===== config.mk =====
export PLATFORM = sky130hd
export DESIGN_NAME = cfgp_top
export DESIGN_NICKNAME = d
export VERILOG_FILES = /design/src/rtl/cfgp_sync.v /design/src/rtl/cfgp_top.v
export VERILOG_INCLUDE_DIRS = /design/src /design/src/rtl
export SDC_FILE = /design/constraint.sdc
export NUM_CORES = 1
export LEC_CHECK = 0
export ABC_AREA = 1
export BUFFER_PORTS_ARGS = -buffer_cell sky130_fd_sc_hd__buf_4
export CORE_MARGIN = 5
export CORE_UTILIZATION = 38
export DETAILED_ROUTE_END_ITERATION = 8
export GPL_TIMING_DRIVEN = 1
export PLACE_DENSITY = 0.6
export REMOVE_ABC_BUFFERS = 1
export SLEW_MARGIN = 20
export SYNTH_ARGS = -nofsm -noshare
export SYNTH_HDL_FRONTEND = slang
export SYNTH_SLANG_ARGS = --single-unit

===== constraint.sdc =====
create_clock -name CLK -period 4.46 [get_ports CLK]
set_clock_uncertainty 0.2 [all_clocks]
set_input_delay 0 -clock CLK [delete_from_list [all_inputs] [get_ports CLK]]
set_output_delay 0 -clock CLK [all_outputs]
set_load 0.02 [all_outputs]

===== src/rtl/cfgp_defs.vh =====
`ifndef CFGP_DEFS_VH
`define CFGP_DEFS_VH

// Register byte offsets
`define CFGP_REG_CTRL 4'h0
`define CFGP_REG_CMD 4'h1
`define CFGP_REG_TIMING 4'h2
`define CFGP_REG_STATUS 4'h3
`define CFGP_REG_MODE 4'h4
`define CFGP_REG_FADDR 4'h5
`define CFGP_REG_FDATA 4'h6

// CTRL fields
`define CFGP_CTRL_RB_EN 0
`define CFGP_CTRL_TS_AFTER 1
`define CFGP_CTRL_GSR_ROLE 2
`define CFGP_CTRL_CHAIN_LEAD 3
`define CFGP_CTRL_RST 4'h0

// CMD fields
`define CFGP_CMD_LOAD_DONE 0
`define CFGP_CMD_RESTART 1

// TIMING fields and reset
`define CFGP_TIM_DONE_LSB 0
`define CFGP_TIM_IO_LSB 4
`define CFGP_TIM_RST 8'h11

// Mode-select encodings
`define CFGP_MODE_SLAVE_SER 4'h0
`define CFGP_MODE_MASTER_SER 4'h1
`define CFGP_MODE_ASYNC_PER 4'h2
`define CFGP_MODE_MASTER_PAR 4'h3
`define CFGP_MODE_SYNC_PER 4'h4
`define CFGP_MODE_SYSBUS 4'h5
`define CFGP_MODE_SLAVE_PAR 4'h6
`define CFGP_MODE_JTAG 4'h7

// States
`define CFGP_ST_INIT 3'h0
`define CFGP_ST_CFG 3'h1
`define CFGP_ST_START 3'h2
`define CFGP_ST_REL 3'h3
`define CFGP_ST_USER 3'h4

// Timing
`define CFGP_CLK_NS 8
`define CFGP_INIT_NS 256
`define CFGP_INIT_CYC ((`CFGP_INIT_NS + `CFGP_CLK_NS - 1) / `CFGP_CLK_NS)
`define CFGP_CONFIG_CLOCK_DIV 8'h04

// Readback frame store
`define CFGP_FRAMES 16
`define CFGP_FIDX_W 5

`endif


===== src/rtl/cfgp_sync.v =====
`timescale 1ns/10ps
module cfgp_sync #(
  parameter W = 1,
  parameter [W-1:0] RV = {W{1'b1}}
) (
  input wire clk, // Sampling clock
  input wire rst_n, // Async reset, active low
  input wire [W-1:0] d, // Asynchronous inputs
  output reg [W-1:0] q // Synchronised copy
);
  reg [W-1:0] meta_r;

  always @(posedge clk or negedge rst_n) begin
    if (!rst_n) begin
      meta_r <= RV;
      q <= RV;
    end else begin
      meta_r <= d;
      q <= meta_r;
    end
  end
endmodule // cfgp_sync


===== src/rtl/cfgp_top.v =====
`timescale 1ns/10ps
`include "cfgp_defs.vh"
module cfgp_top (
  input wire CLK, // System clock, 125 MHz
  input wire RST_N, // Async reset, active low
  input wire RESET_PIN_N, // Reset pin, active low
  input wire PROGRAM_RESTART_N, // Program pin, active low
  input wire READBACK_CTL_N, // Readback control pin
  input wire [3:0] MODE_SEL, // Mode select pins
  input wire CONFIG_CLOCK_I, // Config clock pin level
  output reg CONFIG_CLOCK_O, // Config clock drive value
  output reg CONFIG_CLOCK_OE_N, // Config clock enable, low drives
  input wire DONE_I, // Completion pin level
  output wire DONE_O, // Completion pin drive value
  output reg DONE_OE_N, // Completion pin enable, low drives
  output reg CFG_IRQ_N, // Config or host port interrupt
  input wire HOST_PORT_IRQ_N, // Host port interrupt request
  input wire RAM_INIT_ERR, // RAM or core init error pulse
  input wire [7:0] LU_STATE, // Logic unit output states
  input wire TDO_SEL, // Boundary scan owns shared pin
  input wire TDO_IN, // Boundary scan test data
  output reg RD_DATA_TDO, // Shared readback or test data out
  output reg BSCAN_RST, // Boundary scan reset
  output reg IO_HIZ, // User I/O high impedance
  output reg IO_PULLUP, // User I/O pull-up enable
  output wire UNUSED_HIZ, // Unused pin high impedance
  output wire UNUSED_PULLUP, // Unused pin pull-up enable
  output reg RESET_PU, // Reset pin pull-up enable
  output wire PROGRAM_PU, // Program pin pull-up enable
  output wire READBACK_PU, // Readback control pull-up enable
  output reg MODE_PU, // Mode pin pull-up enable
  output reg GLOBAL_TRISTATE, // Global tristate active
  output reg GSR_OUT, // Global set/reset to logic cells
  output reg RESET_USER_N, // Reset pin as general input
  output reg BUSY_HIGH_FLAG, // High while configuring
  output reg BUSY_LOW_FLAG_N, // Low while configuring
  input wire [3:0] ADDR, // Register address
  input wire [7:0] WDATA, // Register write data
  input wire WR, // Write strobe
  input wire RD, // Read strobe
  output reg [7:0] RDATA // Read data, cycle after RD
);
  reg rst_m_r;
  reg rst_s_r;
  wire rst_n;
  wire [8:0] pins_s;
  wire reset_s;
  wire program_restart_n_s;
  wire rdcfg_s;
  wire done_s;
  wire config_clock_s;
  wire [3:0] mode_s;
  reg rdcfg_d_r;
  reg config_clock_d_r;
  reg [2:0] state_r;
  reg [2:0] state_nxt;
  reg [8:0] cnt_r;
  reg [8:0] cnt_nxt;
  reg [3:0] mode_r;
  reg [3:0] ctrl_r;
  reg [7:0] tim_r;
  reg err_r;
  reg load_done_r;
  reg [3:0] faddr_r;
  reg [7:0] frame_mem [0:`CFGP_FRAMES-1];
  reg [7:0] div_r;
  reg config_clock_r;
  reg rb_act_r;
  reg [`CFGP_FIDX_W-1:0] rb_idx_r;
  reg [2:0] rb_bit_r;
  reg [7:0] lu_cap_r;
  reg rb_data_r;
  wire in_cfg;
  wire restart;
  wire wr_cmd;
  wire rd_fall;
  wire config_clock_rise;
  wire drive_config_clock;
  wire irq_mode;
  wire gts;
  wire [7:0] rb_byte;
  wire [3:0] done_dly;
  wire [3:0] io_dly;

  // Reset release through two flops
  always @(posedge CLK or negedge RST_N) begin
    if (!RST_N) begin
      rst_m_r <= 1'b0;
      rst_s_r <= 1'b0;
    end else begin
      rst_m_r <= 1'b1;
      rst_s_r <= rst_m_r;
    end
  end
  assign rst_n = rst_s_r;

  // Synced pins reset high, the idle level of the pulled-up pins; the config clock pin has no pull-up
  cfgp_sync #(.W(9), .RV(9'h1ff)) u_sync (
    .clk(CLK),
    .rst_n(rst_n),
    .d({RESET_PIN_N, PROGRAM_RESTART_N, READBACK_CTL_N, DONE_I, CONFIG_CLOCK_I, MODE_SEL}),
    .q(pins_s)
  );
  assign reset_s = pins_s[8];
  assign program_restart_n_s = pins_s[7];
  assign rdcfg_s = pins_s[6];
  assign done_s = pins_s[5];
  assign config_clock_s = pins_s[4];
  assign mode_s = pins_s[3:0];

  assign in_cfg = (state_r != `CFGP_ST_USER);
  assign done_dly = tim_r[`CFGP_TIM_DONE_LSB +: 4];
  assign io_dly = tim_r[`CFGP_TIM_IO_LSB +: 4];
  assign wr_cmd = WR && (ADDR == `CFGP_REG_CMD);
  assign restart = (in_cfg && !reset_s) || !program_restart_n_s ||
    (wr_cmd && WDATA[`CFGP_CMD_RESTART]);
  assign rd_fall = rdcfg_d_r && !rdcfg_s;
  assign config_clock_rise = !config_clock_d_r && config_clock_s;

  // Main sequence
  always @* begin
    state_nxt = state_r;
    cnt_nxt = cnt_r + 9'h001;
    case (state_r)
      `CFGP_ST_INIT: begin
        if (cnt_r == `CFGP_INIT_CYC - 1) begin
          state_nxt = `CFGP_ST_CFG;
          cnt_nxt = 9'h000;
        end
      end
      `CFGP_ST_CFG: begin
        cnt_nxt = 9'h000;
        if (load_done_r)
          state_nxt = `CFGP_ST_START;
      end
      `CFGP_ST_START: begin
        if (cnt_r[3:0] == done_dly) begin
          state_nxt = `CFGP_ST_REL;
          cnt_nxt = 9'h000;
        end
      end
      `CFGP_ST_REL: begin
        if (!done_s)
          cnt_nxt = 9'h000;
        else if (cnt_r[3:0] == io_dly)
          state_nxt = `CFGP_ST_USER;
      end
      `CFGP_ST_USER: begin
        cnt_nxt = 9'h000;
      end
      default: begin
        state_nxt = `CFGP_ST_INIT;
        cnt_nxt = 9'h000;
      end
    endcase
    if (restart) begin
      state_nxt = `CFGP_ST_INIT;
      cnt_nxt = 9'h000;
    end
  end

  always @(posedge CLK or negedge rst_n) begin
    if (!rst_n) begin
      state_r <= `CFGP_ST_INIT;
      cnt_r <= 9'h000;
      mode_r <= `CFGP_MODE_SLAVE_SER;
      rdcfg_d_r <= 1'b1;
      config_clock_d_r <= 1'b1;
    end else begin
      state_r <= state_nxt;
      cnt_r <= cnt_nxt;
      rdcfg_d_r <= rdcfg_s;
      config_clock_d_r <= config_clock_s;
      // Mode pins latched as the sequence leaves its init phase
      if (state_r == `CFGP_ST_INIT && state_nxt == `CFGP_ST_CFG)
        mode_r <= mode_s;
    end
  end

  // Registers
  always @(posedge CLK or negedge rst_n) begin
    if (!rst_n) begin
      ctrl_r <= `CFGP_CTRL_RST;
      tim_r <= `CFGP_TIM_RST;
      load_done_r <= 1'b0;
      err_r <= 1'b0;
      faddr_r <= 4'h0;
      RDATA <= 8'h00;
    end else begin
      if (WR && ADDR == `CFGP_REG_CTRL)
        ctrl_r <= WDATA[3:0];
      if (WR && ADDR == `CFGP_REG_TIMING)
        tim_r <= WDATA;
      if (WR && ADDR == `CFGP_REG_FADDR)
        faddr_r <= WDATA[3:0];
      else if (WR && ADDR == `CFGP_REG_FDATA)
        faddr_r <= faddr_r + 4'h1;
      if (restart || state_r != `CFGP_ST_CFG)
        load_done_r <= 1'b0;
      else if (wr_cmd && WDATA[`CFGP_CMD_LOAD_DONE])
        load_done_r <= 1'b1;
      // Error set wins over a restart clear in the same cycle
      if (RAM_INIT_ERR && in_cfg)
        err_r <= 1'b1;
      else if (restart)
        err_r <= 1'b0;
      RDATA <= 8'h00;
      if (RD) begin
        case (ADDR)
          `CFGP_REG_CTRL: RDATA <= {4'h0, ctrl_r};
          `CFGP_REG_TIMING: RDATA <= tim_r;
          `CFGP_REG_STATUS: RDATA <= {2'b00, done_s, rb_act_r, err_r, state_r};
          `CFGP_REG_MODE: RDATA <= {4'h0, mode_r};
          `CFGP_REG_FADDR: RDATA <= {4'h0, faddr_r};
          default: RDATA <= 8'h00;
        endcase
      end
    end
  end

  // Frame store has no reset; software fills it before readback
  always @(posedge CLK) begin
    if (WR && ADDR == `CFGP_REG_FDATA)
      frame_mem[faddr_r] <= WDATA;
  end

  // Config clock direction per mode
  assign drive_config_clock = in_cfg && state_r != `CFGP_ST_INIT &&
    ((mode_r == `CFGP_MODE_MASTER_SER) || (mode_r == `CFGP_MODE_MASTER_PAR) ||
     (mode_r == `CFGP_MODE_ASYNC_PER) ||
     (ctrl_r[`CFGP_CTRL_CHAIN_LEAD] &&
      ((mode_r == `CFGP_MODE_SYNC_PER) || (mode_r == `CFGP_MODE_SYSBUS))));

  always @(posedge CLK or negedge rst_n) begin
    if (!rst_n) begin
      div_r <= 8'h00;
      config_clock_r <= 1'b0;
      CONFIG_CLOCK_O <= 1'b0;
      CONFIG_CLOCK_OE_N <= 1'b1;
    end else begin
      if (!drive_config_clock) begin
        div_r <= 8'h00;
        config_clock_r <= 1'b0;
      end else if (div_r == `CFGP_CONFIG_CLOCK_DIV - 8'h01) begin
        div_r <= 8'h00;
        config_clock_r <= !config_clock_r;
      end else begin
        div_r <= div_r + 8'h01;
      end
      CONFIG_CLOCK_O <= config_clock_r;
      // Slave and readback take the clock from outside
      CONFIG_CLOCK_OE_N <= !drive_config_clock;
    end
  end

  // Readback: frames in order, then captured logic unit states
  assign rb_byte = (rb_idx_r == `CFGP_FRAMES) ? lu_cap_r : frame_mem[rb_idx_r[3:0]];

  always @(posedge CLK or negedge rst_n) begin
    if (!rst_n) begin
      rb_act_r <= 1'b0;
      rb_idx_r <= {`CFGP_FIDX_W{1'b0}};
      rb_bit_r <= 3'h0;
      lu_cap_r <= 8'h00;
      rb_data_r <= 1'b0;
    end else if (!in_cfg && !rb_act_r) begin
      if (ctrl_r[`CFGP_CTRL_RB_EN] && rd_fall) begin
        rb_act_r <= 1'b1;
        rb_idx_r <= {`CFGP_FIDX_W{1'b0}};
        rb_bit_r <= 3'h0;
        lu_cap_r <= LU_STATE;
      end
    end else if (rb_act_r && in_cfg) begin
      rb_act_r <= 1'b0;
    end else if (rb_act_r && config_clock_rise) begin
      rb_data_r <= rb_byte[3'h7 - rb_bit_r];
      rb_bit_r <= rb_bit_r + 3'h1;
      if (rb_bit_r == 3'h7) begin
        rb_idx_r <= rb_idx_r + {{(`CFGP_FIDX_W-1){1'b0}}, 1'b1};
        if (rb_idx_r == `CFGP_FRAMES)
          rb_act_r <= 1'b0;
      end
    end
  end

  // Pin and flag outputs
  assign irq_mode = (mode_r == `CFGP_MODE_JTAG) || (mode_r == `CFGP_MODE_SLAVE_SER) ||
    (mode_r == `CFGP_MODE_SLAVE_PAR) || (mode_r == `CFGP_MODE_MASTER_SER) ||
    (mode_r == `CFGP_MODE_MASTER_PAR) || (mode_r == `CFGP_MODE_ASYNC_PER);
  // Readback control ignored in init, where the host holds it high
  assign gts = (in_cfg && state_r != `CFGP_ST_INIT && !rdcfg_s) ||
    (!in_cfg && ctrl_r[`CFGP_CTRL_TS_AFTER] && !rdcfg_s);

  assign DONE_O = 1'b0;
  assign UNUSED_HIZ = 1'b1;
  assign UNUSED_PULLUP = 1'b1;
  assign PROGRAM_PU = 1'b1;
  assign READBACK_PU = 1'b1;

  always @(posedge CLK or negedge rst_n) begin
    if (!rst_n) begin
      DONE_OE_N <= 1'b0;
      CFG_IRQ_N <= 1'b1;
      RD_DATA_TDO <= 1'b0;
      BSCAN_RST <= 1'b1;
      IO_HIZ <= 1'b1;
      IO_PULLUP <= 1'b1;
      RESET_PU <= 1'b1;
      MODE_PU <= 1'b1;
      GLOBAL_TRISTATE <= 1'b0;
      GSR_OUT <= 1'b0;
      RESET_USER_N <= 1'b1;
      BUSY_HIGH_FLAG <= 1'b1;
      BUSY_LOW_FLAG_N <= 1'b0;
    end else begin
      // Pulled low until the completion delay expires
      DONE_OE_N <= (state_r == `CFGP_ST_REL) || !in_cfg;
      CFG_IRQ_N <= in_cfg ? !(err_r && irq_mode) : HOST_PORT_IRQ_N;
      RD_DATA_TDO <= TDO_SEL ? TDO_IN : rb_data_r;
      BSCAN_RST <= !program_restart_n_s;
      IO_HIZ <= in_cfg || gts;
      IO_PULLUP <= in_cfg;
      RESET_PU <= in_cfg;
      MODE_PU <= in_cfg;
      GLOBAL_TRISTATE <= gts;
      GSR_OUT <= !in_cfg && ctrl_r[`CFGP_CTRL_GSR_ROLE] && !reset_s;
      RESET_USER_N <= (in_cfg || ctrl_r[`CFGP_CTRL_GSR_ROLE]) ? 1'b1 : reset_s;
      BUSY_HIGH_FLAG <= in_cfg;
      BUSY_LOW_FLAG_N <= !in_cfg;
    end
  end
endmodule // cfgp_top


# After elaboration in Yosys (flattened, before gate mapping)
# Memory sizes are Yosys's and may differ from the RTL's.
# Index checks and enable logic that the tools add are counted.
[op_classes]
muxes = 47
n_eq_ne = 29
order_cmp = 1
n_addsub = 6
bitwise = 2
shift = 0
div = 0
n_reduce_logical = 67
multipliers = 0
[op_table]
columns = ["cell", "count"]
rows = [
  ["$pmux W8 S5", 1],
  ["$mux W9", 4],
  ["$mux W8", 4],
  ["$mux W3", 10],
  ["$eq A4 B3 Y1 const B", 7],
  ["$pmux W9 S3", 1],
  ["$logic_and A1 B1 Y1", 25],
  ["$mux W5", 5],
  ["$mux W1", 18],
  ["$eq A4 B2 Y1 const B", 4],
  ["$logic_or A1 B1 Y1", 16],
  ["$pmux W3 S5", 1],
  ["$reduce_bool A3 Y1", 4],
  ["$reduce_bool A2 Y1", 5],
  ["$add A9 B1 Y9 const B", 1],
  ["$eq A9 B5 Y1 const B", 1],
  ["$logic_not A1 Y1", 9],
  ["$add A8 B1 Y8 const B", 1],
  ["$eq A4 B1 Y1 const B", 2],
  ["$eq A4 B4 Y1", 2],
  ["$eq A8 B2 Y1 const B", 1],
  ["$logic_not A4 Y1", 2],
  ["$mux W4", 2],
  ["$reduce_and A4 Y1", 2],
  ["other kinds (18)", 24],
]
[word_totals]
latch_bits = 0
regBits = 103
out_inout_bits = 28
elab_cells = 187
mem_bits_ro = 0
inputBits = 37
mem_bits_rw = 128
memories = 1
[memory_table]
columns = ["name", "words", "word_bits", "read_ports", "rd_clocked_by_memory_dff", "wr", "line", "source"]
rows = [
  ["frame_mem", 16, 8, 1, 0, 1, "cfgp_top.v:65", "reg [7:0] frame_mem [0:`CFGP_FRAMES-1];"],
]

# Longest topological paths before layout
# Gate-level depths: netlist (run 1).
[logic_depth]
ltp_word = 9
mapped_depth = 16
depth_no_buf = 15

# Cells and area by module
# From an unflattened synthesis (run 1), not the netlist that was laid out.
[hier_totals]
hier_cells = 965
area_unflattened_um2 = 9929.5
[modules_own_cells]
columns = ["module", "area_each_um2", "cells_each", "n_inst", "seq_area_each_um2"]
rows = [
  ["cfgp_top", 9456.6, 947, 1, 5983.2],
  ["cfgp_sync", 473.0, 18, 1, 473.0],
]

# Least setup slack after synthesis (run 1)
# Ideal clock, no wire load.
[synth_path]
path_type = "flip-flop to flip-flop"
startpoint = "register rb_idx_r[0]"
endpoint = "register rb_data_r"
stages_incl_launch_ff = 16
setup_ps = 116
required_time_ps = 4144
synth_period_minus_slack_ps = 1954
slack_ps = 2506
path_buffers = 3
arrival_time_ps = 1637
path_cell_list = "dfrtp_1 > inv_2 > buf_6 > buf_2 > ha_1 > nand3_1 > buf_2 > nand2_1 > nor2_1 > nand2_1 > nand2_1 > nand3_1 > nand3_1 > nand2_1 > nand2_1 > nand2_1"
[synth_via]
elab_chain_len = 4
word_cells_on_any_way = 5
classes_between = "eq/ne: 1; mux: 3; memory: 1"
[synth_rtl]
columns = ["item", "line", "source"]
rows = [
  ["start: declaration", "cfgp_top.v:69", "reg [`CFGP_FIDX_W-1:0] rb_idx_r;"],
  ["start signal: assignment", "cfgp_top.v:262", "rb_idx_r <= {`CFGP_FIDX_W{1'b0}};"],
  ["start signal: assignment", "cfgp_top.v:269", "rb_idx_r <= {`CFGP_FIDX_W{1'b0}};"],
  ["start signal: assignment", "cfgp_top.v:279", "rb_idx_r <= rb_idx_r + {{(`CFGP_FIDX_W-1){1'b0}}, 1'b1};"],
  ["$mem_v2 Z16 W8 or $eq A5 B5 Y1 (tied branches)", "-", ""],
  ["$mux W8 *", "cfgp_top.v:257", "assign rb_byte = (rb_idx_r == `CFGP_FRAMES) ? lu_cap_r : frame_mem[rb_idx_r[3:0]];"],
  ["$bmux W1 S3 *", "cfgp_top.v:276", "rb_data_r <= rb_byte[3'h7 - rb_bit_r];"],
  ["$mux W1 (not written as such) *", "cfgp_top.v:276", ""],
  ["end signal: assignment", "cfgp_top.v:276", ""],
  ["end: declaration", "cfgp_top.v:72", "reg rb_data_r;"],
]
# Every way passes the cells marked *; elsewhere a longest branch is shown, timed or not. The select of a mux whose other input is x is not followed.
# A chain may end at the register's enable or synchronous reset.

# Worst setup path in the final report (run 1)
[layout_path]
startpoint = "register rb_idx_r[1]"
endpoint = "register rb_data_r"
# The elaborated chain is that of the path after synthesis.

==> reports/metrics.csv, run 1 <==
stage,metric,value,unit
synthesis,sequential share of the synthesized area,64.7,%
die,die area,29600,um^2
place,dpl cell area,10700,um^2
clock_tree,TritonCTS Buffers,25,
die,Starting Density,38.4,%
synthesis,synth warn,0,
worst_setup_path,CP max-delay cell,buf_4,
worst_setup_path,critical path class,flop to flop,
worst_setup_path,max incr delay on CP,0.39,ns
outcome,outcome,finished clean,
grt,initial antenna violation count,0,
hold_path,HP Start,LU_STATE[3],
timing,Tmin final,2.73,ns
place,GPL Wtd Cong,0.853,
routing,drt via density,4.80,
worst_setup_path,WP buf/inv,3,
cells_and_area,nets,1129,
routing,routed length per instance,16.0,um
worst_setup_path,worst r2r src,rb_idx_r[1],
synthesis,register bit total from synthesis,231,
place,DP HPWL,14.8,mm
timing,setup tns final,0,ns
clock_tree,Clock Path Buffers,3,
timing,RSZ-0062 raised after global routing,no,
clock_tree,post-cts resize count,0,
grt,GRT Util Overall,15.8,%
die,IO Count,65,
grt,global route overflow,0,
synthesis,most used flip-flop cell after synthesis,edfxtp_1,
routing,DRC Markers,0,
timing,"Setup violations, final",0,
power_and_ir_drop,Leakage,5.18,nW
synthesis,ys async rst share,44.6,%
routing,"antenna viol nets, final",0,
timing,Slew HR,37.8,%
power_and_ir_drop,Worst IR Drop VDD,325,uV
routing,via count,6874,
worst_setup_path,most frequent CP cell,nand2_1,
clock_tree,H-tree levels,1,
grt,first-pass GRT wire length,37.0,mm
cells_and_area,utilization after layout,46.2,%
worst_setup_path,Worst Path Required,4.67,ns
timing,Worst Max-Slew Pin Slew,0.929,ns
die,site row count,59,
hold_path,worst hold path class,primary input to flop,
timing,Setup WS post-layout,1.73,ns
timing,"Slew Viols, Final",0,
place,pre-CTS setup slack,1.72,ns
grt,vias in the first global route,6934,
worst_setup_path,CP Launch Point,rb_idx_r[1],
die,die height,172,um
worst_setup_path,Worst Setup End Kind,flop,
clock_tree,CTS Sinks,231,
cells_and_area,Diodes inserted,0,
worst_setup_path,CP startpoint kind,flop,
clock_tree,clk_lat worst skew,0.52,ns
clock_tree,Root Buffer,clkbuf_16,
grt,largest net degree at the start of global routing,68,
clock_tree,Worst-path clk slew,0.06,ns
worst_setup_path,Top Family by Delay on Critical Path,buffers and inverters,
worst_setup_path,CP Max Fanout,41,
cells_and_area,final cell area excluding filler cells,12000,um^2
routing,DR pass1 iterations,5,
routing,Iteration-0 DRC Markers,489,
synthesis,Synth Instances,968,
worst_setup_path,CP cell instances,buf_4 > inv_2 > ha_1 > nand3_1 > inv_1 > nor2_1 > nand2_1 > nand2_1 > nand3_1 > nand3_1 > nand2_1 > nand2_1 > nand2_1,
place,PortBufs,59,
worst_setup_path,WP data arrival,2.94,ns
timing,"Hold Vio Cnt, Final",0,
synthesis,syn avg cell area,10.3,um^2
power_and_ir_drop,pwr dens,390,nW/um^2
synthesis,Mapped Area,9970,um^2
flow_run,Max-Cap Viols,0,
timing,period utilization,61.2,%
cells_and_area,share of cells above drive strength 1,15.1,%
die,die width,172,um
synthesis,number of enable flip-flop cells after synthesis,128,
cells_and_area,P&R area growth vs syn,20.4,%
routing,WL final,23.0,mm
timing,Fmax,366,MHz
synthesis,post-synth cell types,46,
clock_tree,CTS tree,built,
die,CORE AREA,26000,um^2
## state kept, by name, summed over array words and instances, names as in the netlist, 4 cells and up
name / count
u_sync.q: 9
div_r: 8
tim_r: 8
RDATA: 8
rb_idx_r: 5
ctrl_r: 4
cnt_r: 9
frame_mem: 128
mode_r: 4
u_sync.meta_r: 9
faddr_r: 4
lu_cap_r: 8
## worst min-delay path, stage by stage
cell           delay [ns]
dlygate4sd3_1        0.52
buf_4                0.09
mux2_2               0.12
## area by class of cell
cell class                 instances  area (um^2)
fill                            2462        14000
tap                              335          419
inverter                         109          410
multi-input combinational        598         2900
clock inverter                    14          130
clock buffer                      31          689
sequential                       231         6460
timing repair buffer             115          993
## logic make-up after synthesis
kind of cell,Yosys count,share of synthesized area [%]
other cells,2,0.0753
fa+ha+maj,12,1.51
flops,231,64.7
xor+xnor,12,1.05
compound gates,97,5.34
mux,11,1.24
buf+inv,143,6.31
simple gates,460,19.7
## final timing paths
check	endpoint	slack, ns	cells after the start
max reg2reg	rb_data_r	1.73	13
max in group asynchronous	config_clock_d_r	2.86	1
min	lu_cap_r[3]	0.06	3
min in group asynchronous	rst_n	0.16	3
max	rb_data_r	1.73	13
min reg2reg	rst_n	0.15	0
## cell usage after synthesis (all sizes together) (2+ instances only)
cell / count / area (um^2)
nand2: 224 / 851
edfxtp: 128 / 3840
nor2: 123 / 514
inv: 107 / 402
nand3: 85 / 425
dfrtp: 75 / 1880
o21ai: 59 / 299
buf: 29 / 200
dfstp: 28 / 736
a21oi: 22 / 114
nor3: 16 / 96.4
ha: 12 / 150
mux2: 11 / 124
xor2: 11 / 96.3
o22ai: 6 / 37.5
clkbuf: 5 / 18.8
a211oi: 3 / 22.5
nand4: 3 / 18.8
nor3b: 3 / 22.5
a221oi: 2 / 17.5
clkinv: 2 / 8.75
conb: 2 / 7.51
nand3b: 2 / 15.0
nor4: 2 / 12.5
## power breakdown
group / switching [mW] / internal [mW]
registers: 0.0602 / 2.33
clock network: 0.831 / 1.22
logic: 0.141 / 0.103
total: 1.03 / 3.65
## what timing repair did
action,4_1_cts,5_1_grt
hold endpoints to repair,178,0
setup buffers,0,0
hold buffers,52,0
## layer usage
| metal | vias up | track usage (%) | part of all wire (%) |
|---|---|---|---|
| met5 | - | 0 | 0 |
| met4 | 0 | 3.14 | 2.0 |
| met3 | 37 | 2.15 | 4.1 |
| met2 | 134 | 27.2 | 49 |
| met1 | 3314 | 21.6 | 45 |
| li1 | 3389 | - | - |
## cells in the final DEF (no fill, tap or decap), types with 3 or more instances in the layout
| cell | count |
|---|---|
| a211oi_1 | 3 |
| a21oi_1 | 21 |
| buf_4 | 63 |
| clkbuf_1 | 3 |
| clkbuf_16 | 26 |
| clkinv_1 | 3 |
| clkinv_2 | 6 |
| conb_1 | 6 |
| dfrtp_1 | 73 |
| dfstp_2 | 28 |
| dlygate4sd3_1 | 52 |
| edfxtp_1 | 128 |
| ha_1 | 12 |
| inv_1 | 105 |
| mux2_2 | 11 |
| nand2_1 | 222 |
| nand3_1 | 85 |
| nand4_1 | 3 |
| nor2_1 | 112 |
| nor2_2 | 6 |
| nor2_4 | 5 |
| nor3_1 | 14 |
| nor3b_1 | 3 |
| o21ai_0 | 45 |
| o21ai_1 | 13 |
| o22ai_1 | 6 |
| xor2_1 | 11 |
## through the flow
step / total power [mW] / hold WS (ns) / instances
floorplan: 2.53 / -0.496 / 938
global placement: 2.64 / -0.416 / 1336
detailed placement: 2.64 / -0.415 / 1336
CTS: 4.73 / 0.0402 / 1433
global route: 4.86 / 0.0492 / 1433
finish: 4.68 / 0.0567 / 1433
Power figures use the tool's default switching activity.
==> run 2, diff against run 1 <==
Settings changed: PLACE_DENSITY 0.6 to 0.62.
Clock period 4.46 ns to 2.4 ns, I/O delays scaled along.
==> run 2 against run 1 <==
Effect of this change:
- via count rose by 2.2%
- clock power rose by 90%
- sequential share of layout area shrank 1.1 points
- first-iteration DRC count is 24% higher
- total power up 88%
- sequential power is 85% higher
- maximum frequency rose by 23%
- routed wire length shrank 2.2%
- critical endpoint is now RDATA[5]
==> reports/metrics.csv, run 2 (same netlist as run 1, synthesis figures left out) <==
stage,metric,value,unit,change
clock_tree,Root Buffer,clkbuf_16,,
routing,via count,7022,,+2.2%
power_and_ir_drop,Worst IR Drop VDD,487,uV,+50%
routing,routed length per instance,15.4,um,-3.7%
timing,Fmax,450,MHz,+23%
worst_setup_path,CP cell instances,nand4_1 > dlygate4sd3_1 > a21oi_1 > dlygate4sd3_1,,
worst_setup_path,WP data arrival,2.47,ns,-0.47 ns
die,die width,172,um,unchanged
cells_and_area,number of flip-flops under the largest register name,128,,unchanged
worst_setup_path,CP startpoint kind,flop,,
cells_and_area,nets,1152,,+2.0%
clock_tree,Worst-path clk slew,0.06,ns,about the same
cells_and_area,"most common cell after layout, fill and taps aside",nand2_1,,
cells_and_area,P&R area growth vs syn,22.9,%,
routing,top sig layer,met4,,
worst_setup_path,Worst Setup End Kind,flop,,
cells_and_area,final cell area excluding filler cells,12300,um^2,+2.1%
grt,first-pass GRT wire length,36.3,mm,-2.0%
die,IO Count,65,,unchanged
power_and_ir_drop,Cell Int Power,6.92,mW,+90%
routing,routed length on met3,1.18,mm,+26%
timing,Tmin final,2.22,ns,-0.508 ns
power_and_ir_drop,clock share of power,44.3,%,+0.6 points
routing,DR pass1 iterations,5,,unchanged
routing,Iteration-0 DRC Markers,605,,+24%
place,DP HPWL,14.8,mm,about the same
timing,setup tns final,0,ns,unchanged
grt,GRT Util Overall,15.4,%,-0.41 points
routing,WL final,22.5,mm,-2.2%
cells_and_area,largest register by flop count,frame_mem,,
die,site row count,59,,unchanged
die,die height,172,um,unchanged
timing,"Setup violations, final",0,,unchanged
power_and_ir_drop,pwr dens,717,nW/um^2,+84%
die,Starting Density,38.4,%,unchanged
worst_setup_path,CP max-delay cell,dlygate4sd3_1,,
worst_setup_path,most frequent CP cell,dlygate4sd3_1,,
worst_setup_path,Worst Path Required,2.65,ns,-2.02 ns
clock_tree,clk_lat worst skew,0.51,ns,about the same
cells_and_area,most frequent cells in the layout,"nand2_1, edfxtp_1, nor2_1, inv_1, nand3_1",,
routing,"antenna viol nets, final",0,,unchanged
clock_tree,H-tree levels,1,,unchanged
grt,largest net degree at the start of global routing,68,,unchanged
power_and_ir_drop,sw power,1.87,mW,+81%
place,PortBufs,59,,unchanged
place,dpl cell area,10900,um^2,+2.2%
worst_setup_path,CP Max Fanout,3,,-93%
outcome,outcome,finished clean,,
cells_and_area,Diodes inserted,0,,unchanged
timing,"Slew Viols, Final",0,,unchanged
routing,DRC Markers,0,,unchanged
routing,drt via density,4.82,,+0.54%
clock_tree,TritonCTS Buffers,25,,unchanged
power_and_ir_drop,switching share of power,21.3,%,-0.77 points
cells_and_area,share of cells above drive strength 1,16.7,%,+1.6 points
power_and_ir_drop,combinational power share,5.3,%,about the same
timing,period utilization,92.6,%,+31 points
flow_run,Max-Cap Viols,0,,unchanged
die,die area,29600,um^2,unchanged
hold_path,worst hold path class,primary input to flop,,
die,CORE AREA,26000,um^2,unchanged
grt,initial antenna violation count,0,,unchanged
routing,wl on met1,9.84,mm,-5.2%
power_and_ir_drop,Leakage,5.33,nW,+2.8%
worst_setup_path,critical path class,flop to flop,,
timing,"Hold Vio Cnt, Final",0,,unchanged
grt,vias in the first global route,6921,,-0.19%
timing,RSZ-0062 raised after global routing,no,,
clock_tree,Clock Path Buffers,3,,unchanged
clock_tree,CTS tree,built,,
grt,global route overflow,0,,unchanged
worst_setup_path,max incr delay on CP,0.60,ns,+0.21 ns
clock_tree,CTS Sinks,231,,unchanged
power_and_ir_drop,Flop pwr share,50.3,%,-0.7 points
place,GPL Wtd Cong,0.859,,+0.70%
routing,met2 WL,10.9,mm,-2.9%
## run 2: cell count changes in the layout (fill, tap and decap cells not counted), sizes merged
| cell | delta |
|---|---|
| bufinv | +2 |
| buf | +23 |
| inv | -3 |
| clkinvlp | +1 |
## run 2: area by class of cell
cell class | count | area (um^2)
Clock inverter | 14 | 171
Inverter | 109 | 410
Tap cell | 335 | 419
Multi-Input combinational cell | 598 | 2900
Fill cell | 2379 | 13700
Sequential cell | 231 | 6460
Timing Repair Buffer | 138 | 1230
Clock buffer | 31 | 668
## run 2: metrics by stage
stage	hold WS [ns]	instances	utilization, %	power, mW	setup slack [ns]
floorplan	-0.496	938	-	4.70	-1.08
global placement	-0.416	1359	42.0	4.90	0.298
detailed placement	-0.416	1359	42.0	4.90	0.248
CTS	0.0625	1456	47.2	8.88	0.159
global route	0.0650	1456	47.2	9.13	0.0310
finish	0.0663	1456	47.2	8.79	0.177
## run 2: power by group through the flow
stage | combinational [mW] | clock, mW | sequential [mW]
2_1_floorplan | 0.207 | 0 | 4.49
3_3_place_gp | 0.400 | 0 | 4.50
3_5_place_dp | 0.404 | 0 | 4.50
4_1_cts | 0.470 | 3.99 | 4.42
5_1_grt | 0.529 | 4.16 | 4.44
6_report | 0.468 | 3.90 | 4.42
## run 2: layer usage
metal	track usage (%)	vias to the layer above
li1	-	3450
met1	21.0	3341
met2	25.7	184
met3	2.24	47
met4	4.58	0
met5	0	-
## run 2: what timing repair did
item,in CTS,in global routing
hold endpoints to repair,178,0
gates resized for setup,0,0
buffers inserted,0,0
hold buffers,52,0
## run 2: path summary, 6_finish.rpt
check                            startpoint               to  slack (ns)  cells after the start
worst max-delay path            u_sync.q[5]         RDATA[5]        0.18                      4
worst min-delay path            LU_STATE[3]      lu_cap_r[3]        0.07                      3
worst max register to register  u_sync.q[5]         RDATA[5]        0.18                      4
worst min register to register        rst_n  GLOBAL_TRISTATE        0.08                      0
max in group asynchronous             rst_n        BSCAN_RST        1.18                      1
min in group asynchronous             rst_n  GLOBAL_TRISTATE        0.08                      0
## run 2: critical path: cells and delay by family (launching register included)
family	cells	cell delay, ns
flip-flops	1	0.56
AO/OA/AOI/OAI	1	0.15
buffers and inverters	2	1.16
AND/OR/NAND/NOR	1	0.10
==> run 3, diff against run 2 <==
Settings changed: SETUP_SLACK_MARGIN set to 0.2.
==> run 3 against run 2 <==
Effect of this change:
- die area unchanged
- sequential power about the same
- critical path type is now primary input to flop
- largest cell class unchanged
- cell area increased by 0.27%
- largest power group unchanged
==> reports/metrics.csv, run 3 (same netlist as run 1, synthesis figures left out) <==
stage,metric,value,unit,change
cells_and_area,Diodes inserted,0,,unchanged
clock_tree,Root Buffer,clkbuf_16,,
die,die area,29600,um^2,unchanged
routing,DR pass1 iterations,5,,unchanged
timing,period utilization,89.0,%,-3.6 points
die,site row count,59,,unchanged
clock_tree,CTS tree,built,,
timing,"Slew Viols, Final",0,,unchanged
worst_setup_path,CP Max Fanout,6,,+3
die,IO Count,65,,unchanged
cells_and_area,P&R area growth vs syn,23.3,%,
cells_and_area,share of cells above drive strength 1,17.7,%,+0.98 points
timing,Tmin final,2.14,ns,-0.0874 ns
worst_setup_path,worst r2r src,state_r[1],,
timing,RSZ-0062 raised after global routing,no,,
grt,largest net degree at the start of global routing,68,,unchanged
power_and_ir_drop,Total Power,8.78,mW,about the same
grt,vias in the first global route,6911,,-0.14%
cells_and_area,nets,1152,,unchanged
place,PortBufs,59,,unchanged
cells_and_area,most frequent cells in the layout,"nand2_1, edfxtp_1, nor2_1, inv_1, nand3_1",,
die,CORE AREA,26000,um^2,unchanged
worst_setup_path,WP data arrival,2.37,ns,-0.10 ns
cells_and_area,Layout fillers,2377,,-0.084%
worst_setup_path,reg-to-reg endpoint,RDATA[1],,
hold_path,HP Start,LU_STATE[3],,
worst_setup_path,critical path class,primary input to flop,,
worst_setup_path,capture point of the worst path,RDATA[1],,
clock_tree,H-tree levels,1,,unchanged
die,Starting Density,38.4,%,unchanged
flow_run,Max-Cap Viols,0,,unchanged
grt,global route overflow,0,,unchanged
place,dpl cell area,10900,um^2,unchanged
die,die height,172,um,unchanged
die,die width,172,um,unchanged
worst_setup_path,Worst Path Required,2.64,ns,about the same
clock_tree,Clock Path Buffers,3,,unchanged
place,GPL Wtd Cong,0.859,,unchanged
routing,via count,7014,,-0.11%
cells_and_area,number of flip-flops under the largest register name,128,,unchanged
cells_and_area,utilization after layout,47.3,%,+0.13 points
timing,Hold WS,0.0672,ns,+0.000888 ns
grt,GRT Util Overall,15.3,%,about the same
cells_and_area,final cell area excluding filler cells,12300,um^2,+0.27%
worst_setup_path,CP cell instances,dlygate4sd3_1 > buf_4 > nor2_2 > nand4_1 > dlygate4sd3_1 > a21oi_1 > dlygate4sd3_1,,
cells_and_area,largest register by flop count,frame_mem,,
place,DP HPWL,14.8,mm,unchanged
clock_tree,CTS Sinks,231,,unchanged
clock_tree,Worst-path clk slew,0.06,ns,about the same
timing,"Hold Vio Cnt, Final",0,,unchanged
grt,first-pass GRT wire length,36.2,mm,-0.12%
power_and_ir_drop,Leakage,5.32,nW,about the same
worst_setup_path,Worst Setup End Kind,flop,,
cells_and_area,"most common cell after layout, fill and taps aside",nand2_1,,
grt,initial antenna violation count,0,,unchanged
timing,Fmax,468,MHz,+4.1%
worst_setup_path,CP Launch Point,ADDR[3],,
worst_setup_path,R2R setup slack,0.29,ns,+0.11 ns
worst_setup_path,Top Family by Delay on Critical Path,buffers and inverters,,
routing,routed length per instance,15.4,um,about the same
worst_setup_path,reg2reg path depth,4,,unchanged
power_and_ir_drop,Worst IR Drop VDD,477,uV,-2.1%
outcome,outcome,finished clean,,
worst_setup_path,max incr delay on CP,0.59,ns,about the same
hold_path,worst hold path class,primary input to flop,,
timing,"Setup violations, final",0,,unchanged
power_and_ir_drop,pwr dens,714,nW/um^2,-0.34%
routing,DRC Markers,0,,unchanged
timing,Setup WS post-layout,0.264,ns,+0.0874 ns
worst_setup_path,WP buf/inv,4,,+2
routing,Iteration-0 DRC Markers,576,,-4.8%
worst_setup_path,most frequent CP cell,dlygate4sd3_1,,
routing,"antenna viol nets, final",0,,unchanged
clock_tree,TritonCTS Buffers,25,,unchanged
routing,drt via density,4.82,,-0.11%
worst_setup_path,Worst path depth,7,,+3
worst_setup_path,CP max-delay cell,dlygate4sd3_1,,
clock_tree,clk_lat worst skew,0.51,ns,about the same
worst_setup_path,CP startpoint kind,primary input,,
routing,WL final,22.5,mm,about the same
place,pre-CTS setup slack,0.248,ns,unchanged
-- run 3: per-layer routing --
metal  vias to the layer above  track usage [%]  part of all wire, %
met5                         -                0                    0
met1                      3327             21.0                   44
met2                       188             25.6                   48
met3                        47             2.24                  5.4
met4                         0             4.58                  2.6
li1                       3452                -                    -
-- run 3: repair_timing --
item	in CTS	in global routing
setup buffers	0	1
hold buffers	51	0
endpoints found under the setup margin	0	11
resized for setup	0	14
endpoints found under the hold margin	178	0
-- run 3: per-stage QoR --
stage               instances  setup TNS (ns)
finish                   1456               0
global route             1456               0
CTS                      1455               0
detailed placement       1359               0
global placement         1359               0
floorplan                 938          -66.41
-- run 3: worst min-delay path by stage --
stage	endpoint	slack (ns)	depth (start not counted)
floorplan	rst_m_r	-0.50	0
global placement	rst_m_r	-0.42	1
detailed placement	rst_m_r	-0.42	1
CTS	lu_cap_r[3]	0.06	3
global route	lu_cap_r[7]	0.06	3
finish	lu_cap_r[3]	0.07	3
-- run 3: report_power, final --
| group | switching [mW] | internal, mW |
|---|---|---|
| combinational | 0.272 | 0.196 |
| clock | 1.50 | 2.39 |
| sequential | 0.0971 | 4.33 |
| total | 1.87 | 6.92 |
-- run 3: cell type report --
| cell class | instances | area, um^2 | area share [%] |
|---|---|---|---|
| Inverter | 109 | 410 | 3.34 |
| Sequential cell | 231 | 6470 | 52.6 |
| Timing Repair Buffer | 138 | 1230 | 10.0 |
| Multi-Input combinational cell | 598 | 2930 | 23.8 |
| Clock buffer | 31 | 668 | 5.43 |
| Clock inverter | 14 | 171 | 1.39 |
| Tap cell | 335 | 419 | 3.41 |
-- run 3: worst reg2reg max path, stage by stage, from the launching register on --
cell	delay [ns]
dfrtp_2	0.40
nand4_1	0.09
dlygate4sd3_1	0.58
a21oi_1	0.18
dlygate4sd3_1	0.59
